===== src/rtl/fctm_pkg.sv =====
// constants, codes and carrier types for the field controller trip manager
package fctm_pkg;

    localparam int DATA_W = 32;
    localparam int ADDR_W = 8;

    typedef logic [7:0] fctm_code_t;
    typedef logic [2:0] fctm_class_t;
    typedef logic [3:0][7:0] fctm_hist_t;

    typedef struct packed {
        logic [ADDR_W-1:0] addr;
        logic [DATA_W-1:0] wdata;
        logic wr;
        logic rd;
    } fctm_bus_req_t;

    typedef struct packed {
        logic valid;
        fctm_code_t code;
    } fctm_trip_req_t;

    typedef struct packed {
        logic [15:0] armature_v;
        logic [15:0] flux_fb;
        logic [15:0] field_i_fb;
        logic [15:0] firing_angle;
        logic [15:0] flux_ref;
    } fctm_meas_t;

    typedef enum logic [3:0] {
        LEFT_BLANK = 4'b0001,
        LEFT_INHIBITED = 4'b0010,
        LEFT_TRIPPED = 4'b0100,
        LEFT_RUNNING = 4'b1000
    } fctm_left_t;

    typedef enum logic [3:0] {
        AL_NONE = 4'b0001,
        AL_HOT = 4'b0010,
        AL_FAIL = 4'b0100,
        AL_LINK = 4'b1000
    } fctm_alarm_t;

    // trip code ranges
    localparam fctm_code_t FATAL_HW_FIRST = 8'h01;
    localparam fctm_code_t FATAL_HW_LAST = 8'h0b;
    localparam fctm_code_t NONRES_HW_FIRST = 8'h11;
    localparam fctm_code_t NONRES_HW_LAST = 8'h1d;
    localparam fctm_code_t CODE_UNDERVOLTAGE = 8'h30;
    localparam fctm_code_t CODE_STORED_DATA = 8'h31;
    localparam fctm_code_t CODE_NONE = 8'h00;

    // priority classes, lower is more serious
    localparam fctm_class_t CLS_FATAL = 3'h1;
    localparam fctm_class_t CLS_UV = 3'h2;
    localparam fctm_class_t CLS_NONRES = 3'h3;
    localparam fctm_class_t CLS_EEF = 3'h4;
    localparam fctm_class_t CLS_NORMAL = 3'h5;
    localparam fctm_class_t CLS_NONE = 3'h7;

    // operating mode values
    localparam logic [1:0] MODE_STANDALONE = 2'h0;
    localparam logic [1:0] MODE_HOST = 2'h1;
    localparam logic [1:0] MODE_LEGACY = 2'h2;
    localparam logic [1:0] MODE_RST = MODE_STANDALONE;
    localparam logic ENABLE_RST = 1'b0;

    localparam logic [15:0] LOAD_DEFAULTS_CODE = 16'h03e8;

    // register offsets
    localparam logic [ADDR_W-1:0] OFF_CTRL = 8'h00;
    localparam logic [ADDR_W-1:0] OFF_CODE = 8'h04;
    localparam logic [ADDR_W-1:0] OFF_RESET = 8'h08;
    localparam logic [ADDR_W-1:0] OFF_STATUS = 8'h0c;
    localparam logic [ADDR_W-1:0] OFF_IRQ_STAT = 8'h10;
    localparam logic [ADDR_W-1:0] OFF_IRQ_MASK = 8'h14;
    localparam logic [ADDR_W-1:0] OFF_HIST = 8'h18;
    localparam logic [ADDR_W-1:0] OFF_ARM_V = 8'h1c;
    localparam logic [ADDR_W-1:0] OFF_FLUX_FB = 8'h20;
    localparam logic [ADDR_W-1:0] OFF_FIELD_I = 8'h24;
    localparam logic [ADDR_W-1:0] OFF_FIRING = 8'h28;
    localparam logic [ADDR_W-1:0] OFF_FLUX_REF = 8'h2c;

    // field positions
    localparam int CTRL_ENABLE_BIT = 0;
    localparam int CTRL_MODE_LSB = 1;
    localparam int IRQ_W = 5;
    localparam int IRQ_TRIP = 0;
    localparam int IRQ_CLEAR = 1;
    localparam int IRQ_FAIL = 2;
    localparam int IRQ_LINK = 3;
    localparam int IRQ_HOT = 4;
    localparam logic [IRQ_W-1:0] IRQ_MASK_RST = 5'h00;

    // reset lockout timing
    localparam real TRIP_LOCKOUT_S = 1.0;
    localparam real CLK_HZ = 200.0e6;
    localparam int LOCKOUT_CYC = int'(TRIP_LOCKOUT_S * CLK_HZ);
    localparam int LOCK_CNT_W = 28;

    function automatic fctm_class_t fctm_class_f(input fctm_code_t code);
        if (code >= FATAL_HW_FIRST && code <= FATAL_HW_LAST) begin
            return CLS_FATAL;
        end else if (code == CODE_UNDERVOLTAGE) begin
            return CLS_UV;
        end else if (code >= NONRES_HW_FIRST && code <= NONRES_HW_LAST) begin
            return CLS_NONRES;
        end else if (code == CODE_STORED_DATA) begin
            return CLS_EEF;
        end else begin
            return CLS_NORMAL;
        end
    endfunction : fctm_class_f

endpackage : fctm_pkg


===== src/rtl/fctm_hist.sv =====
// four-deep trip code history, entry 0 most recent
`timescale 1ns/100ps
`default_nettype none
module fctm_hist (
    input wire logic SYS_CLK,
    input wire logic RST_N,
    input wire logic push,
    input wire fctm_pkg::fctm_code_t code,
    output fctm_pkg::fctm_hist_t hist
);
    import fctm_pkg::*;

    typedef struct packed {
        fctm_hist_t h;
    } fctm_hist_st_t;

    fctm_hist_st_t s_r;
    fctm_hist_st_t s_nxt;

    always_comb begin
        s_nxt = s_r;
        if (push) begin
            s_nxt.h = {s_r.h[2:0], code};
        end
    end

    always_ff @(posedge SYS_CLK or negedge RST_N) begin
        if (!RST_N) begin
            s_r <= '0;
        end else begin
            s_r <= s_nxt;
        end
    end

    assign hist = s_r.h;
endmodule : fctm_hist
`default_nettype wire


===== src/rtl/fctm_freeze.sv =====
// diagnostic measurement hold, tracks live values until a trip
`timescale 1ns/100ps
`default_nettype none
module fctm_freeze (
    input wire logic SYS_CLK,
    input wire logic RST_N,
    input wire logic hold,
    input wire fctm_pkg::fctm_meas_t live,
    output fctm_pkg::fctm_meas_t frozen
);
    import fctm_pkg::*;

    typedef struct packed {
        fctm_meas_t m;
    } fctm_freeze_st_t;

    fctm_freeze_st_t s_r;
    fctm_freeze_st_t s_nxt;

    always_comb begin
        s_nxt = s_r;
        // capture in the trip cycle too, hold starts after it
        if (!hold) begin
            s_nxt.m = live;
        end
    end

    always_ff @(posedge SYS_CLK or negedge RST_N) begin
        if (!RST_N) begin
            s_r <= '0;
        end else begin
            s_r <= s_nxt;
        end
    end

    assign frozen = s_r.m;
endmodule : fctm_freeze
`default_nettype wire


===== src/rtl/fctm_trip_mgr.sv =====
// trip arbitration, reset policy, displays, alarms and register file
`timescale 1ns/100ps
`default_nettype none
module fctm_trip_mgr #(
    parameter int LOCKOUT_CYCLES = fctm_pkg::LOCKOUT_CYC
) (
    input wire logic SYS_CLK,
    input wire logic RST_N,
    input wire fctm_pkg::fctm_bus_req_t BUS_REQ,
    output logic [fctm_pkg::DATA_W-1:0] BUS_RDATA,
    input wire fctm_pkg::fctm_trip_req_t TRIP_REQ,
    input wire logic SUPPLY_OK,
    input wire logic HEATSINK_WARN,
    input wire logic HOST_LINK_OK,
    input wire logic HOST_ENABLE,
    input wire logic RIBBON_PRESENT,
    input wire fctm_pkg::fctm_meas_t MEAS_LIVE,
    output logic FIRING_EN,
    output logic TRIPPED,
    output fctm_pkg::fctm_left_t LEFT_STATUS,
    output fctm_pkg::fctm_code_t RIGHT_CODE,
    output fctm_pkg::fctm_alarm_t RIGHT_ALARM,
    output logic IRQ
);
    import fctm_pkg::*;

    localparam logic [LOCK_CNT_W-1:0] LOCK_LAST = LOCK_CNT_W'(LOCKOUT_CYCLES - 1);

    typedef struct packed {
        logic tripped;
        fctm_code_t code;
        fctm_class_t cls;
        logic [LOCK_CNT_W-1:0] lock_cnt;
        logic lock_done;
        logic enable;
        logic [1:0] mode;
        logic armed;
        logic fail_al;
        logic link_prev;
        logic hot_prev;
        logic [IRQ_W-1:0] irq_stat;
        logic [IRQ_W-1:0] irq_mask;
        logic [DATA_W-1:0] rdata;
        fctm_left_t left;
        fctm_alarm_t alarm;
        fctm_code_t right_code;
        logic fire;
    } fctm_top_st_t;

    fctm_top_st_t s_r;
    fctm_top_st_t s_nxt;

    fctm_hist_t hist;
    fctm_meas_t frozen;
    fctm_class_t new_cls;
    logic take;
    logic reset_req;
    logic code_wr;
    logic load_req;
    logic clr_ok;
    logic [IRQ_W-1:0] ev;
    logic [IRQ_W-1:0] w1c;

    function automatic logic run_ok_f(input logic [1:0] mode, input logic en, input logic host_en,
                                      input logic ribbon);
        if (mode == MODE_STANDALONE) begin
            return en;
        end else if (mode == MODE_HOST) begin
            return en && host_en;
        end else if (mode == MODE_LEGACY) begin
            return en && ribbon;
        end else begin
            return 1'b0;
        end
    endfunction : run_ok_f

    function automatic logic wr_hit_f(input fctm_bus_req_t req, input logic [ADDR_W-1:0] off);
        return req.wr && req.addr == off;
    endfunction : wr_hit_f

    // trip arbitration
    assign new_cls = fctm_class_f(TRIP_REQ.code);
    assign take = TRIP_REQ.valid && (!s_r.tripped || new_cls < s_r.cls);

    assign reset_req = wr_hit_f(BUS_REQ, OFF_RESET) && BUS_REQ.wdata[0];
    assign code_wr = wr_hit_f(BUS_REQ, OFF_CODE);
    assign load_req = code_wr && BUS_REQ.wdata[15:0] == LOAD_DEFAULTS_CODE;

    // class 1 and class 3 are absent here, so they never clear
    always_comb begin
        clr_ok = 1'b0;
        if (s_r.tripped) begin
            if (s_r.cls == CLS_UV) begin
                clr_ok = SUPPLY_OK;
            end else if (s_r.cls == CLS_EEF) begin
                clr_ok = reset_req && s_r.armed;
            end else if (s_r.cls == CLS_NORMAL) begin
                clr_ok = reset_req && s_r.lock_done;
            end else begin
                clr_ok = 1'b0;
            end
        end
    end

    assign w1c = wr_hit_f(BUS_REQ, OFF_IRQ_STAT) ? BUS_REQ.wdata[IRQ_W-1:0] : '0;

    always_comb begin
        ev = '0;
        ev[IRQ_TRIP] = take;
        ev[IRQ_CLEAR] = clr_ok && !take;
        ev[IRQ_FAIL] = load_req && s_r.enable;
        ev[IRQ_LINK] = s_r.link_prev && !HOST_LINK_OK;
        ev[IRQ_HOT] = !s_r.hot_prev && HEATSINK_WARN;
    end

    always_comb begin
        s_nxt = s_r;
        s_nxt.rdata = '0;
        s_nxt.link_prev = HOST_LINK_OK;
        s_nxt.hot_prev = HEATSINK_WARN;

        // a more serious new trip in the clear cycle wins over the clear
        if (take) begin
            s_nxt.tripped = 1'b1;
            s_nxt.code = TRIP_REQ.code;
            s_nxt.cls = new_cls;
            s_nxt.lock_cnt = '0;
            s_nxt.lock_done = 1'b0;
        end else if (clr_ok) begin
            s_nxt.tripped = 1'b0;
            s_nxt.cls = CLS_NONE;
            if (s_r.cls == CLS_EEF) begin
                s_nxt.armed = 1'b0;
            end
        end else if (s_r.tripped && !s_r.lock_done) begin
            // lockout runs from the moment the trip was raised
            if (s_r.lock_cnt == LOCK_LAST) begin
                s_nxt.lock_done = 1'b1;
            end else begin
                s_nxt.lock_cnt = s_r.lock_cnt + 1'b1;
            end
        end

        // parameter writes
        if (wr_hit_f(BUS_REQ, OFF_CTRL)) begin
            s_nxt.enable = BUS_REQ.wdata[CTRL_ENABLE_BIT];
            s_nxt.mode = BUS_REQ.wdata[CTRL_MODE_LSB +: 2];
            if (!BUS_REQ.wdata[CTRL_ENABLE_BIT]) begin
                s_nxt.fail_al = 1'b0;
            end
        end
        if (load_req) begin
            if (s_r.enable) begin
                s_nxt.fail_al = 1'b1;
            end else begin
                s_nxt.armed = 1'b1;
                s_nxt.mode = MODE_RST;
            end
        end
        if (wr_hit_f(BUS_REQ, OFF_IRQ_MASK)) begin
            s_nxt.irq_mask = BUS_REQ.wdata[IRQ_W-1:0];
        end
        // new events beat a write-one-to-clear in the same cycle
        s_nxt.irq_stat = (s_r.irq_stat & ~w1c) | ev;

        // register reads, data one cycle after the strobe
        if (BUS_REQ.rd) begin
            if (BUS_REQ.addr == OFF_CTRL) begin
                s_nxt.rdata = {29'h0, s_r.mode, s_r.enable};
            end else if (BUS_REQ.addr == OFF_STATUS) begin
                s_nxt.rdata = {8'h00, s_r.fail_al, s_r.armed, s_r.lock_done, s_r.tripped,
                               1'b0, s_r.cls, s_r.code, s_r.right_code};
            end else if (BUS_REQ.addr == OFF_IRQ_STAT) begin
                s_nxt.rdata = {27'h0, s_r.irq_stat};
            end else if (BUS_REQ.addr == OFF_IRQ_MASK) begin
                s_nxt.rdata = {27'h0, s_r.irq_mask};
            end else if (BUS_REQ.addr == OFF_HIST) begin
                s_nxt.rdata = hist;
            end else if (BUS_REQ.addr == OFF_ARM_V) begin
                s_nxt.rdata = {16'h0, frozen.armature_v};
            end else if (BUS_REQ.addr == OFF_FLUX_FB) begin
                s_nxt.rdata = {16'h0, frozen.flux_fb};
            end else if (BUS_REQ.addr == OFF_FIELD_I) begin
                s_nxt.rdata = {16'h0, frozen.field_i_fb};
            end else if (BUS_REQ.addr == OFF_FIRING) begin
                s_nxt.rdata = {16'h0, frozen.firing_angle};
            end else if (BUS_REQ.addr == OFF_FLUX_REF) begin
                s_nxt.rdata = {16'h0, frozen.flux_ref};
            end else begin
                // code entry, reset and unmapped offsets read as zero
                s_nxt.rdata = '0;
            end
        end

        // left display, trip first, then enable, then run permission
        if (s_r.tripped) begin
            s_nxt.left = LEFT_TRIPPED;
        end else if (!s_r.enable) begin
            s_nxt.left = LEFT_INHIBITED;
        end else if (run_ok_f(s_r.mode, s_r.enable, HOST_ENABLE, RIBBON_PRESENT)) begin
            s_nxt.left = LEFT_RUNNING;
        end else begin
            s_nxt.left = LEFT_BLANK;
        end
        s_nxt.right_code = s_r.tripped ? s_r.code : CODE_NONE;

        // link loss matters most, since host control is gone
        if (!HOST_LINK_OK) begin
            s_nxt.alarm = AL_LINK;
        end else if (s_r.fail_al) begin
            s_nxt.alarm = AL_FAIL;
        end else if (HEATSINK_WARN) begin
            s_nxt.alarm = AL_HOT;
        end else begin
            s_nxt.alarm = AL_NONE;
        end

        // firing follows the next trip state so it drops with the trip flag
        s_nxt.fire = !s_nxt.tripped && run_ok_f(s_nxt.mode, s_nxt.enable, HOST_ENABLE,
                                                  RIBBON_PRESENT);
    end

    always_ff @(posedge SYS_CLK or negedge RST_N) begin
        if (!RST_N) begin
            s_r <= '{tripped: 1'b0, code: CODE_NONE, cls: CLS_NONE, lock_cnt: '0,
                     lock_done: 1'b0, enable: ENABLE_RST, mode: MODE_RST, armed: 1'b0,
                     fail_al: 1'b0, link_prev: 1'b1, hot_prev: 1'b0, irq_stat: '0,
                     irq_mask: IRQ_MASK_RST, rdata: '0, left: LEFT_INHIBITED,
                     alarm: AL_NONE, right_code: CODE_NONE, fire: 1'b0};
        end else begin
            s_r <= s_nxt;
        end
    end

    fctm_hist u_hist (
        .SYS_CLK(SYS_CLK),
        .RST_N(RST_N),
        .push(take),
        .code(TRIP_REQ.code),
        .hist(hist)
    );

    // live inputs are never gated by the trip, only the readback copy holds
    fctm_freeze u_freeze (
        .SYS_CLK(SYS_CLK),
        .RST_N(RST_N),
        .hold(s_r.tripped),
        .live(MEAS_LIVE),
        .frozen(frozen)
    );

    assign BUS_RDATA = s_r.rdata;
    assign FIRING_EN = s_r.fire;
    assign TRIPPED = s_r.tripped;
    assign LEFT_STATUS = s_r.left;
    assign RIGHT_CODE = s_r.right_code;
    assign RIGHT_ALARM = s_r.alarm;
    assign IRQ = |(s_r.irq_stat & s_r.irq_mask);
endmodule : fctm_trip_mgr
`default_nettype wire


===== config.mk =====
export PLATFORM = sky130hd
export DESIGN_NAME = fctm_trip_mgr
export DESIGN_NICKNAME = d
export VERILOG_FILES = /design/src/rtl/fctm_pkg.sv /design/src/rtl/fctm_hist.sv /design/src/rtl/fctm_freeze.sv /design/src/rtl/fctm_trip_mgr.sv
export SDC_FILE = /design/constraint.sdc
export NUM_CORES = 1
export LEC_CHECK = 0
export BUFFER_PORTS_ARGS = -buffer_cell sky130_fd_sc_hd__buf_2
export CAP_MARGIN = 20
export CORE_UTILIZATION = 30
export CTS_BUF_LIST = sky130_fd_sc_hd__clkbuf_2
export CTS_CLUSTER_SIZE = 12
export DETAILED_ROUTE_END_ITERATION = 8
export PLACE_DENSITY = 0.52
export SYNTH_ARGS = -nofsm -noshare
export SYNTH_HDL_FRONTEND = slang
export SYNTH_SLANG_ARGS = --single-unit

===== constraint.sdc =====
create_clock -name SYS_CLK -period 2.2 [get_ports SYS_CLK]
set_input_delay 0.44 -clock SYS_CLK [delete_from_list [all_inputs] [get_ports SYS_CLK]]
set_output_delay 0.44 -clock SYS_CLK [all_outputs]
set_load 0.1 [all_outputs]

======== Word level (Yosys, flattened, before mapping) ========
Index checks and enable logic that the tools add are counted.
cells by class
  eq/ne operators ......................... 24
  magnitude comparators ................... 5
  reduce and logical (&&, ||, !) cells .... 38
  bitwise gates (word level) .............. 4
  $add $sub $neg .......................... 1
  mux-type cells .......................... 52
operators by type and width
  kind                                                                number
  two-way mux 32 bit                                                  7
  two-way mux 16 bit                                                  5
  two-way mux 29 bit                                                  2
  equality test 8 x 6 -> 1 bit (second input constant)                6
  equality test 8 x 5 -> 1 bit (second input constant)                4
  adder 28 x 1 -> 28 bit (second input constant)                      1
  equality test 28 bit (second input constant)                        1
  two-way mux 28 bit                                                  1
  logical AND 1 bit                                                   22
  two-way mux 1 bit                                                   22
  two-way mux 3 bit                                                   7
  two-way mux 4 bit                                                   5
  equality test 16 x 10 -> 1 bit (second input constant)              1
  equality test 8 x 4 -> 1 bit (second input constant)                2
  AND 5 bit                                                           2
  equality test 8 x 3 -> 1 bit (second input constant)                1
  greater-or-equal comparator 8 x 1 -> 1 bit (second input constant)  1
  greater-or-equal comparator 8 x 5 -> 1 bit (second input constant)  1
  less-or-equal comparator 8 x 4 -> 1 bit (second input constant)     1
  less-or-equal comparator 8 x 5 -> 1 bit (second input constant)     1
  logical NOT 8 bit                                                   1
  two-way mux 8 bit                                                   1
  equality test 3 bit (second input constant)                         2
  logical NOT 1 bit                                                   6
  14 further kinds                                                    21
word-level totals
  output and inout bits ................... 51
  register bits after elaboration ......... 211
  input port bits ......................... 138

======== Depth between registers and ports, before layout ========
Gate-level depths: netlist of the first run.
  depth after elaboration ................. 17
  depth in mapped cells ................... 13
  mapped depth without buffers ............ 10

======== Modules after synthesis ========
Synthesis of the first run repeated with hierarchy kept, for this count alone.
second synthesis, totals
  cell total of the unflattened synthesis .. 890
  area, all modules ....................... 11008.1 µm²
modules (own cells, without submodules)
  module         seq. area each (µm²)  area an instance (µm²)  times used  cells an instance
  fctm_trip_mgr  2685.1                6288.5                  1           653
  fctm_freeze    2001.9                3374.5                  1           169
  fctm_hist      800.8                 1345.0                  1           68

======== Worst setup path before layout of the first run ========
Ideal clock, no wire load.
  path type ............................... input to register
  start ................................... input port TRIP_REQ[2] (netlist name)
  end ..................................... register s_r[70] (netlist name)
  path slack .............................. -0.715 ns
  buffers on the path ..................... 2
  arrival time ............................ 2.849 ns
  setup time .............................. 0.066 ns
  cell stages on the path ................. 12
  cells stage by stage .................... or3b_1 -> o22ai_1 -> and3b_1 -> o21ai_0 -> ha_1 -> o211ai_1 -> and3_1 -> clkbuf_1 -> or2_1 -> buf_4 -> or4_1 -> nand2_1
on the way
  longest elaborated chain between the ends .. 10
ends and longest elaborated chain
  element                                                                   RTL line                          RTL
  start, declared                                                           fctm_trip_mgr.sv:11               input wire fctm_pkg::fctm_trip_req_t TRIP_REQ,
  greater-or-equal comparator 8 x 5 -> 1 bit, or another cell as far along  fctm_pkg.sv:107                   end else if (code >= NONRES_HW_FIRST && code <= NONRES_HW_LAST) begin
  logical AND 1 bit / two-way mux 1 bit (equally long branches)             fctm_pkg.sv:107, fctm_pkg.sv:109
  two-way mux 3 bit                                                         fctm_pkg.sv:107
  two-way mux 3 bit                                                         fctm_pkg.sv:105                   end else if (code == CODE_UNDERVOLTAGE) begin
  two-way mux 3 bit *                                                       fctm_pkg.sv:103                   if (code >= FATAL_HW_FIRST && code <= FATAL_HW_LAST) begin
  < comparator 3 bit *                                                      fctm_trip_mgr.sv:83               assign take = TRIP_REQ.valid && (!s_r.tripped || new_cls < s_r.cls);
  logical OR 1 bit *                                                        fctm_trip_mgr.sv:83
  logical AND 1 bit *                                                       fctm_trip_mgr.sv:83
  != test 2 bit (no line) / nonzero test 2 bit (equally long branches)      --
  AND reduction 3 bit (no line)                                             --
  end signal, assigned                                                      fctm_trip_mgr.sv:225              s_r <= '{tripped: 1'b0, code: CODE_NONE, cls: CLS_NONE, lock_cnt: '0,
  end signal, assigned                                                      fctm_trip_mgr.sv:231              s_r <= s_nxt;
  end, declared                                                             fctm_trip_mgr.sv:50               fctm_top_st_t s_r;
Every way passes the cells marked *; elsewhere a longest branch is shown, timed or not.
A chain may end at the register's enable or synchronous reset.

======== Final worst setup path of the first run ========
  start ................................... register s_r[57] (netlist name)
  end ..................................... output port IRQ
on the way
  longest elaborated chain between the ends .. 2
ends and longest elaborated chain
  element             RTL line              RTL
  AND 5 bit           fctm_trip_mgr.sv:258  assign IRQ = |(s_r.irq_stat & s_r.irq_mask);
  OR reduction 5 bit  fctm_trip_mgr.sv:258
  end, declared       fctm_trip_mgr.sv:23   output logic IRQ
No other way between the ends.

==> results of run 1 <==
==> metrics by stage <==
step                power (mW)  instance area (um2)  setup TNS (ns)  hold slack [ns]
finish                    12.1                13800          -0.166            0.119
global route              12.9                13800          -0.349           0.0413
CTS                       12.2                13600          -0.405          0.00369
detailed placement        9.18                12000          -38.02            0.423
global placement          9.10                12000          -34.18            0.423
floorplan                 8.10                10200          -22.85            0.144
==> synthesized netlist by cell type, drive strengths merged (15+ instances only) <==
library cell / number
buf: 82
or3: 19
o21ai: 44
mux2i: 15
nand3: 20
nor2: 39
and2: 20
mux2: 91
nor3: 16
dfrtp: 205
a21oi: 27
nand2: 152
==> per-layer routing <==
| metal | vias to the layer above | share of wire, % |
|---|---|---|
| met4 | 0 | 1.9 |
| met5 | - | 0 |
| li1 | 4069 | - |
| met2 | 239 | 46 |
| met3 | 44 | 5.6 |
| met1 | 4115 | 47 |
==> worst min-delay path, stage by stage <==
cell,delay (ns)
buf_2,0.11
buf_4,0.14
inv_1,0.10
buf_4,0.12
o21ai_0,0.07
==> registers in the layout, summed over array words and instances (netlist names) <==
| name | cells |
|---|---|
| LEFT_STATUS | 4 |
| u_freeze.frozen | 80 |
| u_hist.hist | 32 |
| FIRING_EN | 1 |
| TRIPPED | 1 |
| RIGHT_CODE | 8 |
| s_r | 49 |
| RIGHT_ALARM | 4 |
| BUS_RDATA | 32 |
==> cell type report <==
class,count,share of cell area (%)
flip-flops and latches,211,38.5
multi-input cells,619,31.7
repair buffers,385,21.8
well taps,448,4.08
clock buffers,86,3.13
clock inverters,8,0.355
inverters,13,0.355
diodes,2,0.0364
==> where the power goes <==
group	switching [mW]	internal (mW)
clock	1.66	1.04
sequential	0.767	5.04
combinational	1.90	1.64
total	4.33	7.72
==> repair_timing <==
item	CTS	global route
endpoints found under the hold margin	323	0
pin swaps	2	4
hold buffers	102	0
gates cloned	0	1
setup buffers	6	3
endpoints found under the setup margin	21	66
gates resized for setup	32	22
==> logic make-up (layout without fill, tap and decap cells) <==
| group | after synthesis | count (layout) |
|---|---|---|
| and+or+nand+nor | 340 | 340 |
| adders and majority gates | 3 | 3 |
| muxes | 113 | 113 |
| buffers and inverters | 105 | 492 |
| xor gates and xnor gates | 1 | 1 |
| AOI/OAI and AO/OA | 162 | 162 |
| DFF | 211 | 211 |
| other | 0 | 2 |
==> worst max path at each step <==
stage / startpoint / endpoint / slack (ns) / depth (start not counted)
2_1_floorplan: TRIP_REQ[3] / s_r[70] / -0.54 / 12
3_3_place_gp: TRIP_REQ[3] / s_r[70] / -0.61 / 11
3_5_place_dp: TRIP_REQ[3] / s_r[72] / -0.67 / 11
4_1_cts: s_r[52] / IRQ / -0.27 / 3
5_1_grt: s_r[57] / IRQ / -0.29 / 3
6_report: s_r[57] / IRQ / -0.17 / 3
==> impl_metrics.env, run 1 <==
export IMPL_gp_congestion=0.889
export IMPL_finalSetupViolations=1
export IMPL_die_x_um=186
export IMPL_crit_type="register to output pin"
export IMPL_finalMaxSlewViolations=0
export IMPL_vias=8467
export IMPL_pre_cts_ws_ns=-0.673
export IMPL_layout_worst_path_cycle_share_pct=108
export IMPL_portBuffers=172
export IMPL_slowest_delay_ns=0.40
export IMPL_busiest_layer="met2"
export IMPL_grt_pass1_wl_um=49100
export IMPL_track_usage_pct=17.7
export IMPL_final_cell_mix="dfrtp_1, nand2_1, buf_2"
export IMPL_run_status="finished with violations"
export IMPL_place_inst=1564
export IMPL_drc_errors=0
export IMPL_rsz0062_at_grt="yes"
export IMPL_drive_gt1_share_pct=39.0
export IMPL_layout_commonest_cell="dfrtp_1"
export IMPL_clk_latency_ns=0.90
export IMPL_drtIter0Drc=626
export IMPL_worstMarginPinSlew_ns=0.885
export IMPL_synth_top_family_by_area="simple AND/OR/NAND/NOR gates"
export IMPL_wl_per_cell_um=17.2
export IMPL_setup_slack_ns=-0.166
export IMPL_min_to="u_hist.hist[2]"
export IMPL_cts_path_max_buffers=3
export IMPL_cts_buffers=55
export IMPL_async_flop_share_pct=100
export IMPL_yosys_warnings=0
export IMPL_grt_max_degree=68
export IMPL_use_met2_pct=27.2
export IMPL_cp_required_ns=1.76
export IMPL_num_io_pins=189
export IMPL_synth_mux_area_share_pct=13.1
export IMPL_fmax_mhz=423
export IMPL_violations="negative setup slack"
export IMPL_cts_sinks=211
export IMPL_seq_area_um2=5290
export IMPL_cts_root_buffer="clkbuf_2"
export IMPL_leakage_nw=6.43
export IMPL_yosysTopAreaCell="dfrtp_1"
export IMPL_dpl_hpwl_um=21800
export IMPL_seq_area_frac_synth_pct=51.8
export IMPL_grtUsageMet3_pct=3.80
export IMPL_cp_max_fo=2
export IMPL_synth_xor_xnor_area_share_pct=0.0858
export IMPL_syn_inst=935
export IMPL_cts_max_level=2
export IMPL_antenna_found_initial=2
export IMPL_synth_main_ff_cell="dfrtp_1"
export IMPL_synth_top_area_share_pct=50.3
export IMPL_synth_distinct_cells=68
export IMPL_start_util_pct=30.4
export IMPL_arrival_ns=1.93
export IMPL_gr_usage_met1_pct=24.7
export IMPL_hp_class="input port to register"
export IMPL_synth_area_leaders="dfrtp_1, mux2_2, nand2_1"
export IMPL_utilization_pct=41.0
export IMPL_core_area_um2=33500
export IMPL_avgSynthCellArea_um2=10.9
export IMPL_dieArea_um2=34800
export IMPL_die_h_um=186
export IMPL_power_density_nw_per_um2=876
export IMPL_cts_tree="yes"
export IMPL_grt_pass1_vias=8865
export IMPL_cp_slowest_cell="dfrtp_1"
export IMPL_synth_seq_cells=211
export IMPL_slew_headroom_pct=41.0
export IMPL_postRouteAntennaNets=0
export IMPL_synthSimpleGateAreaFrac_pct=17.8
export IMPL_holdCritStartpoint="TRIP_REQ[2]"
export IMPL_instances_no_fill=1772
export IMPL_clk_pin_slew_worst_paths_ns=0.09
export IMPL_worstReg2RegEnd="s_r[74]"
export IMPL_vdd_drop_max_v=0.000567
export IMPL_drv_cap=0
export IMPL_finalHoldViolations=0
export IMPL_wirelength_um=30500
export IMPL_vias_per_cell=4.78
export IMPL_synth_edff_count=0
export IMPL_r2r_start="s_r[95]"
export IMPL_cp_start_kind="register"
export IMPL_worstSetupEndpointType="output pin"
export IMPL_r2r_slack_ns=0.08
export IMPL_synth_compound_area_share_pct=10.6
export IMPL_first_pass_iters=4
export IMPL_rows=67
export IMPL_finalCriticalPeriod_ns=2.37
export IMPL_syn_num_nets=1076
export IMPL_critPathTopFamily="flip-flops"
export IMPL_critPathBufInv=1
export IMPL_fin_nets=1426
export IMPL_multiInputGateArea_um2=4360
export IMPL_finalClockSkew_ns=0.0540
export IMPL_syn_to_final_growth_pct=34.7
export IMPL_grt_overflow=0
export IMPL_yosys_area_share_adder_pct=0.368
export IMPL_fillers=3338
export IMPL_syn_area_um2=10200
export IMPL_min_path_cells=5
export IMPL_path_cells="a222oi_1 > nand2_1 > buf_12"
export IMPL_ff2ff_path_depth=6
No activity file was read; power rests on OpenSTA's default activity.
==> inputs of run 2 (changes only) <==
--- a/config.mk
+++ b/config.mk
@@ -7,11 +7,13 @@
 export LEC_CHECK = 0
 export BUFFER_PORTS_ARGS = -buffer_cell sky130_fd_sc_hd__buf_2
 export CAP_MARGIN = 20
-export CORE_UTILIZATION = 30
+export CORE_UTILIZATION = 52
 export CTS_BUF_LIST = sky130_fd_sc_hd__clkbuf_2
 export CTS_CLUSTER_SIZE = 12
 export DETAILED_ROUTE_END_ITERATION = 8
-export PLACE_DENSITY = 0.52
+export PLACE_DENSITY = 0.8
+export SETUP_SLACK_MARGIN = 0.5
+export SKIP_CTS_REPAIR_TIMING = 1
 export SYNTH_ARGS = -nofsm -noshare
 export SYNTH_HDL_FRONTEND = slang
 export SYNTH_SLANG_ARGS = --single-unit
==> impl_metrics.env, run 2 (same netlist as run 1, synthesis figures left out) <==
export IMPL_clk_pin_slew_worst_paths_ns=0.10
export IMPL_design_area_um2=15300
export IMPL_track_usage_pct=27.0
export IMPL_leakage_nw=6.90
export IMPL_cts_path_max_buffers=3
export IMPL_start_util_pct=53.8
export IMPL_fin_nets=1448
export IMPL_holdWs_ns=-0.0303
export IMPL_die_x_um=142
export IMPL_rows=50
export IMPL_cp_slowest_cell="dfrtp_1"
export IMPL_arrival_ns=2.01
export IMPL_path_cells="a222oi_1 > nand2_2 > buf_12"
export IMPL_cp_max_fo=3
export IMPL_grt_pass1_vias=8502
export IMPL_dpl_hpwl_um=19300
export IMPL_antenna_found_initial=2
export IMPL_postRouteAntennaNets=0
export IMPL_cts_buffers=53
export IMPL_worstSetupEndpointType="output pin"
export IMPL_finalMaxSlewViolations=0
export IMPL_cp_required_ns=1.76
export IMPL_cts_tree="yes"
export IMPL_drive_gt1_share_pct=48.5
export IMPL_largest_register_ffs=80
export IMPL_violations="negative hold slack, negative setup slack"
export IMPL_portBuffers=172
export IMPL_first_pass_iters=7
export IMPL_setup_slack_ns=-0.253
export IMPL_multiInputGateArea_um2=5050
export IMPL_drc_errors=0
export IMPL_cts_sinks=211
export IMPL_slew_headroom_pct=52.6
export IMPL_drtIter0Drc=1329
export IMPL_vias_per_cell=6.55
export IMPL_layout_commonest_cell="dfrtp_1"
export IMPL_cts_max_level=2
export IMPL_grt_max_degree=93
export IMPL_drv_cap=0
export IMPL_rsz0062_at_grt="yes"
export IMPL_crit_type="register to output pin"
export IMPL_seq_area_um2=5310
export IMPL_finalHoldViolations=3
export IMPL_finalCriticalPeriod_ns=2.45
export IMPL_wl_per_cell_um=26.5
export IMPL_dieArea_um2=20200
export IMPL_clk_latency_ns=0.94
export IMPL_placed_cell_area_um2=11700
export IMPL_grt_overflow=0
export IMPL_run_status="finished with violations"
export IMPL_vdd_drop_max_v=0.000673
export IMPL_finalSetupViolations=8
export IMPL_layout_worst_path_cycle_share_pct=111
export IMPL_die_h_um=142
export IMPL_totalPowerFinal_mw=14.0
export IMPL_worstMarginPinSlew_ns=0.705
export IMPL_hp_class="input port to register"
export IMPL_core_area_um2=19000
export IMPL_power_density_nw_per_um2=916
export IMPL_cts_root_buffer="clkbuf_2"
export IMPL_finalClockSkew_ns=0.0858
export IMPL_syn_to_final_growth_pct=49.7
export IMPL_fillers=893
export IMPL_cp_start_kind="register"
export IMPL_vias=10500
export IMPL_num_io_pins=189
export IMPL_gp_congestion=0.941
export IMPL_wirelength_um=42500
export IMPL_final_cell_mix="dfrtp_1, buf_2, nand2_1"
export IMPL_slowest_delay_ns=0.43
export IMPL_fmax_mhz=408
export IMPL_grt_pass1_wl_um=42200
run 2: area by class of cell:
class,count,share of cell area (%)
Antenna cell,3,0.0491
Inverter,13,0.319
Clock buffer,75,2.46
Tap cell,260,2.13
Clock inverter,13,0.418
Sequential cell,211,34.7
Timing Repair Buffer,409,26.9
Multi-Input combinational cell,619,33.0
run 2: power by group:
group | switching [mW] | internal, mW | total (mW)
Combinational | 2.59 | 2.51 | 5.10
Sequential | 1.15 | 5.05 | 6.20
Clock | 1.79 | 0.921 | 2.71
Total | 5.53 | 8.47 | 14.0
run 2: stage by stage:
stage	hold slack [ns]	setup TNS [ns]	utilization, %	cells	worst slack (ns)
after floorplan	0.144	-22.11	-	935	-0.530
after global placement	0.447	-35.51	61.6	1361	-0.602
after detailed placement	0.450	-41.48	61.6	1361	-0.675
after CTS	-0.496	-0.757	63.9	1449	-0.321
after global routing	-0.0681	-3.66	80.6	1602	-0.302
final	-0.0303	-0.600	80.6	1603	-0.253
run 2: layer usage:
metal	vias to the layer above	global-route usage [%]	wire length (um)
met5	-	0	0
li1	4117	-	-
met3	376	6.36	5030
met2	1016	43.7	19900
met4	0	13.5	4070
met1	4989	34.0	13500
run 2: worst paths after layout:
kind / start / to / slack, ns / cells after the start
setup / recovery: s_r[52] / IRQ / -0.25 / 3
hold / removal: TRIP_REQ[1] / u_hist.hist[1] / -0.03 / 4
setup reg to reg: s_r[95] / s_r[87] / -0.09 / 7
hold reg to reg: u_hist.hist[24] / u_hist.hist[24] / 0.50 / 2
max in group asynchronous: RST_N / RIGHT_ALARM[0] / 1.33 / 3
min in group asynchronous: RST_N / u_freeze.frozen[42] / 0.08 / 2
run 2: worst max-delay path: cells and delay by family (launching register included):
kind / cells / cell delay, ns
AOI/OAI and AO/OA: 1 / 0.37
buffers and inverters: 1 / 0.18
DFF: 1 / 0.43
and+or+nand+nor: 1 / 0.12
==> inputs of run 3 (changes only) <==
--- a/config.mk
+++ b/config.mk
@@ -5,12 +5,14 @@
 export SDC_FILE = /design/constraint.sdc
 export NUM_CORES = 1
 export LEC_CHECK = 0
+export ABC_CLOCK_PERIOD_IN_PS = 2200
 export BUFFER_PORTS_ARGS = -buffer_cell sky130_fd_sc_hd__buf_2
 export CAP_MARGIN = 20
 export CORE_UTILIZATION = 52
 export CTS_BUF_LIST = sky130_fd_sc_hd__clkbuf_2
 export CTS_CLUSTER_SIZE = 12
 export DETAILED_ROUTE_END_ITERATION = 8
+export GPL_TIMING_DRIVEN = 0
 export PLACE_DENSITY = 0.8
 export SETUP_SLACK_MARGIN = 0.5
 export SKIP_CTS_REPAIR_TIMING = 1
==> impl_metrics.env, run 3 (same netlist as run 1, synthesis figures left out) <==
export IMPL_fillers=956
export IMPL_finalMaxSlewViolations=0
export IMPL_cts_buffers=52
export IMPL_drv_cap=0
export IMPL_power_density_nw_per_um2=930
export IMPL_critPathTopFamily="flip-flops"
export IMPL_gp_congestion=0.906
export IMPL_die_x_um=142
export IMPL_cts_max_level=2
export IMPL_setup_slack_ns=-0.308
export IMPL_drive_gt1_share_pct=46.3
export IMPL_min_path_cells=3
export IMPL_run_status="finished with violations"
export IMPL_crit_type="register to output pin"
export IMPL_track_usage_pct=28.1
export IMPL_clk_latency_ns=0.96
export IMPL_fin_nets=1453
export IMPL_slew_headroom_pct=31.6
export IMPL_path_cells="a222oi_1 > nand2_2 > buf_6"
export IMPL_finalClockSkew_ns=0.112
export IMPL_drc_errors=0
export IMPL_layout_commonest_cell="dfrtp_1"
export IMPL_postRouteAntennaNets=0
export IMPL_worstMarginPinSlew_ns=1.02
export IMPL_cts_tree="yes"
export IMPL_cts_root_buffer="clkbuf_2"
export IMPL_slowest_delay_ns=0.44
export IMPL_fmax_mhz=399
export IMPL_leakage_nw=7.01
export IMPL_clk_pin_slew_worst_paths_ns=0.14
export IMPL_num_io_pins=189
export IMPL_dieArea_um2=20200
export IMPL_critPathBufInv=1
export IMPL_syn_to_final_growth_pct=49.8
export IMPL_dpl_hpwl_um=20000
export IMPL_drtIter0Drc=1395
export IMPL_utilization_pct=80.7
export IMPL_rsz0062_at_grt="yes"
export IMPL_cts_sinks=211
export IMPL_worstSetupEndpointType="output pin"
export IMPL_multiInputGateArea_um2=4970
export IMPL_final_cell_mix="dfrtp_1, buf_2, nand2_1"
export IMPL_cp_required_ns=1.76
export IMPL_core_area_um2=19000
export IMPL_vdd_drop_max_v=0.000732
export IMPL_seq_area_um2=5300
export IMPL_hp_class="input port to register"
export IMPL_cp_max_fo=3
export IMPL_violations="negative setup slack"
export IMPL_pre_cts_ws_ns=-1.17
export IMPL_start_util_pct=53.8
export IMPL_wirelength_um=40800
export IMPL_arrival_ns=2.07
export IMPL_antenna_found_initial=3
export IMPL_rows=50
export IMPL_grt_pass1_vias=8272
export IMPL_cts_path_max_buffers=3
export IMPL_grt_pass1_wl_um=43400
export IMPL_finalHoldViolations=0
export IMPL_grt_overflow=0
export IMPL_cp_depth=3
export IMPL_vias_per_cell=6.38
export IMPL_grt_max_degree=115
export IMPL_cp_slowest_cell="dfrtp_1"
export IMPL_layout_worst_path_cycle_share_pct=114
export IMPL_portBuffers=171
export IMPL_ff2ff_path_depth=7
export IMPL_finalSetupViolations=58
export IMPL_totalPowerFinal_mw=14.2
export IMPL_first_pass_iters=6
export IMPL_vias=10300
export IMPL_die_h_um=142
export IMPL_largest_register_ffs=80
export IMPL_setup_tns_ns=-5.28
export IMPL_wl_per_cell_um=25.2
export IMPL_cp_start_kind="register"
export IMPL_finalCriticalPeriod_ns=2.51
## run 3: changes by cell type in the layout (fill, tap and decap cells not counted), sizes merged
cell and change:
nor2 +1, clkinvlp +1, inv -1, diode +1
clkinv +9, buf -14, dlygate4sd3 +5, clkbuf +15
## run 3: final timing paths
path / start / to / slack (ns)
min in group asynchronous: RST_N / u_freeze.frozen[60] / 0.13
min: TRIP_REQ[5] / s_r[96] / 0.03
max in group asynchronous: RST_N / s_r[73] / 0.97
max reg2reg: s_r[97] / FIRING_EN / -0.20
max: s_r[52] / IRQ / -0.31
min reg2reg: u_hist.hist[31] / BUS_RDATA[31] / 0.48
## run 3: power breakdown
group	switching (mW)	total, mW	internal (mW)
logic	2.66	5.27	2.61
registers	1.12	6.16	5.04
clock network	1.85	2.79	0.945
total	5.63	14.2	8.60
## run 3: layout make-up
cell class	count	share of cell area, %
Inverter	13	0.319
Buffer	92	6.12
Antenna cell	4	0.0654
Clock buffer	76	2.49
Timing Repair Buffer	322	21.1
Clock inverter	22	0.638
Sequential cell	211	34.6
Multi-Input combinational cell	620	32.5
Tap cell	260	2.13
## run 3: through the flow
| step | cell area, um2 | cells | hold slack, ns |
|---|---|---|---|
| 2_1_floorplan | 10400 | 935 | 0.144 |
| 3_3_place_gp | 11500 | 1366 | 0.447 |
| 3_5_place_dp | 11600 | 1367 | 0.452 |
| 4_1_cts | 12100 | 1465 | -0.424 |
| 5_1_grt | 15300 | 1620 | 0.00250 |
| 6_report | 15300 | 1620 | 0.0309 |
## run 3: metal layers
metal,wire length (um),global-route usage [%],up-vias
met2,19600,42.8,957
met5,0,0,-
met4,2890,13.1,0
met1,13700,38.4,4966
met3,4610,6.36,286
li1,-,-,4130
## run 3: tightest hold or removal path, stage by stage
cell	delay, ns
clkbuf_4	0.16
a211oi_2	0.12
o22a_1	0.21
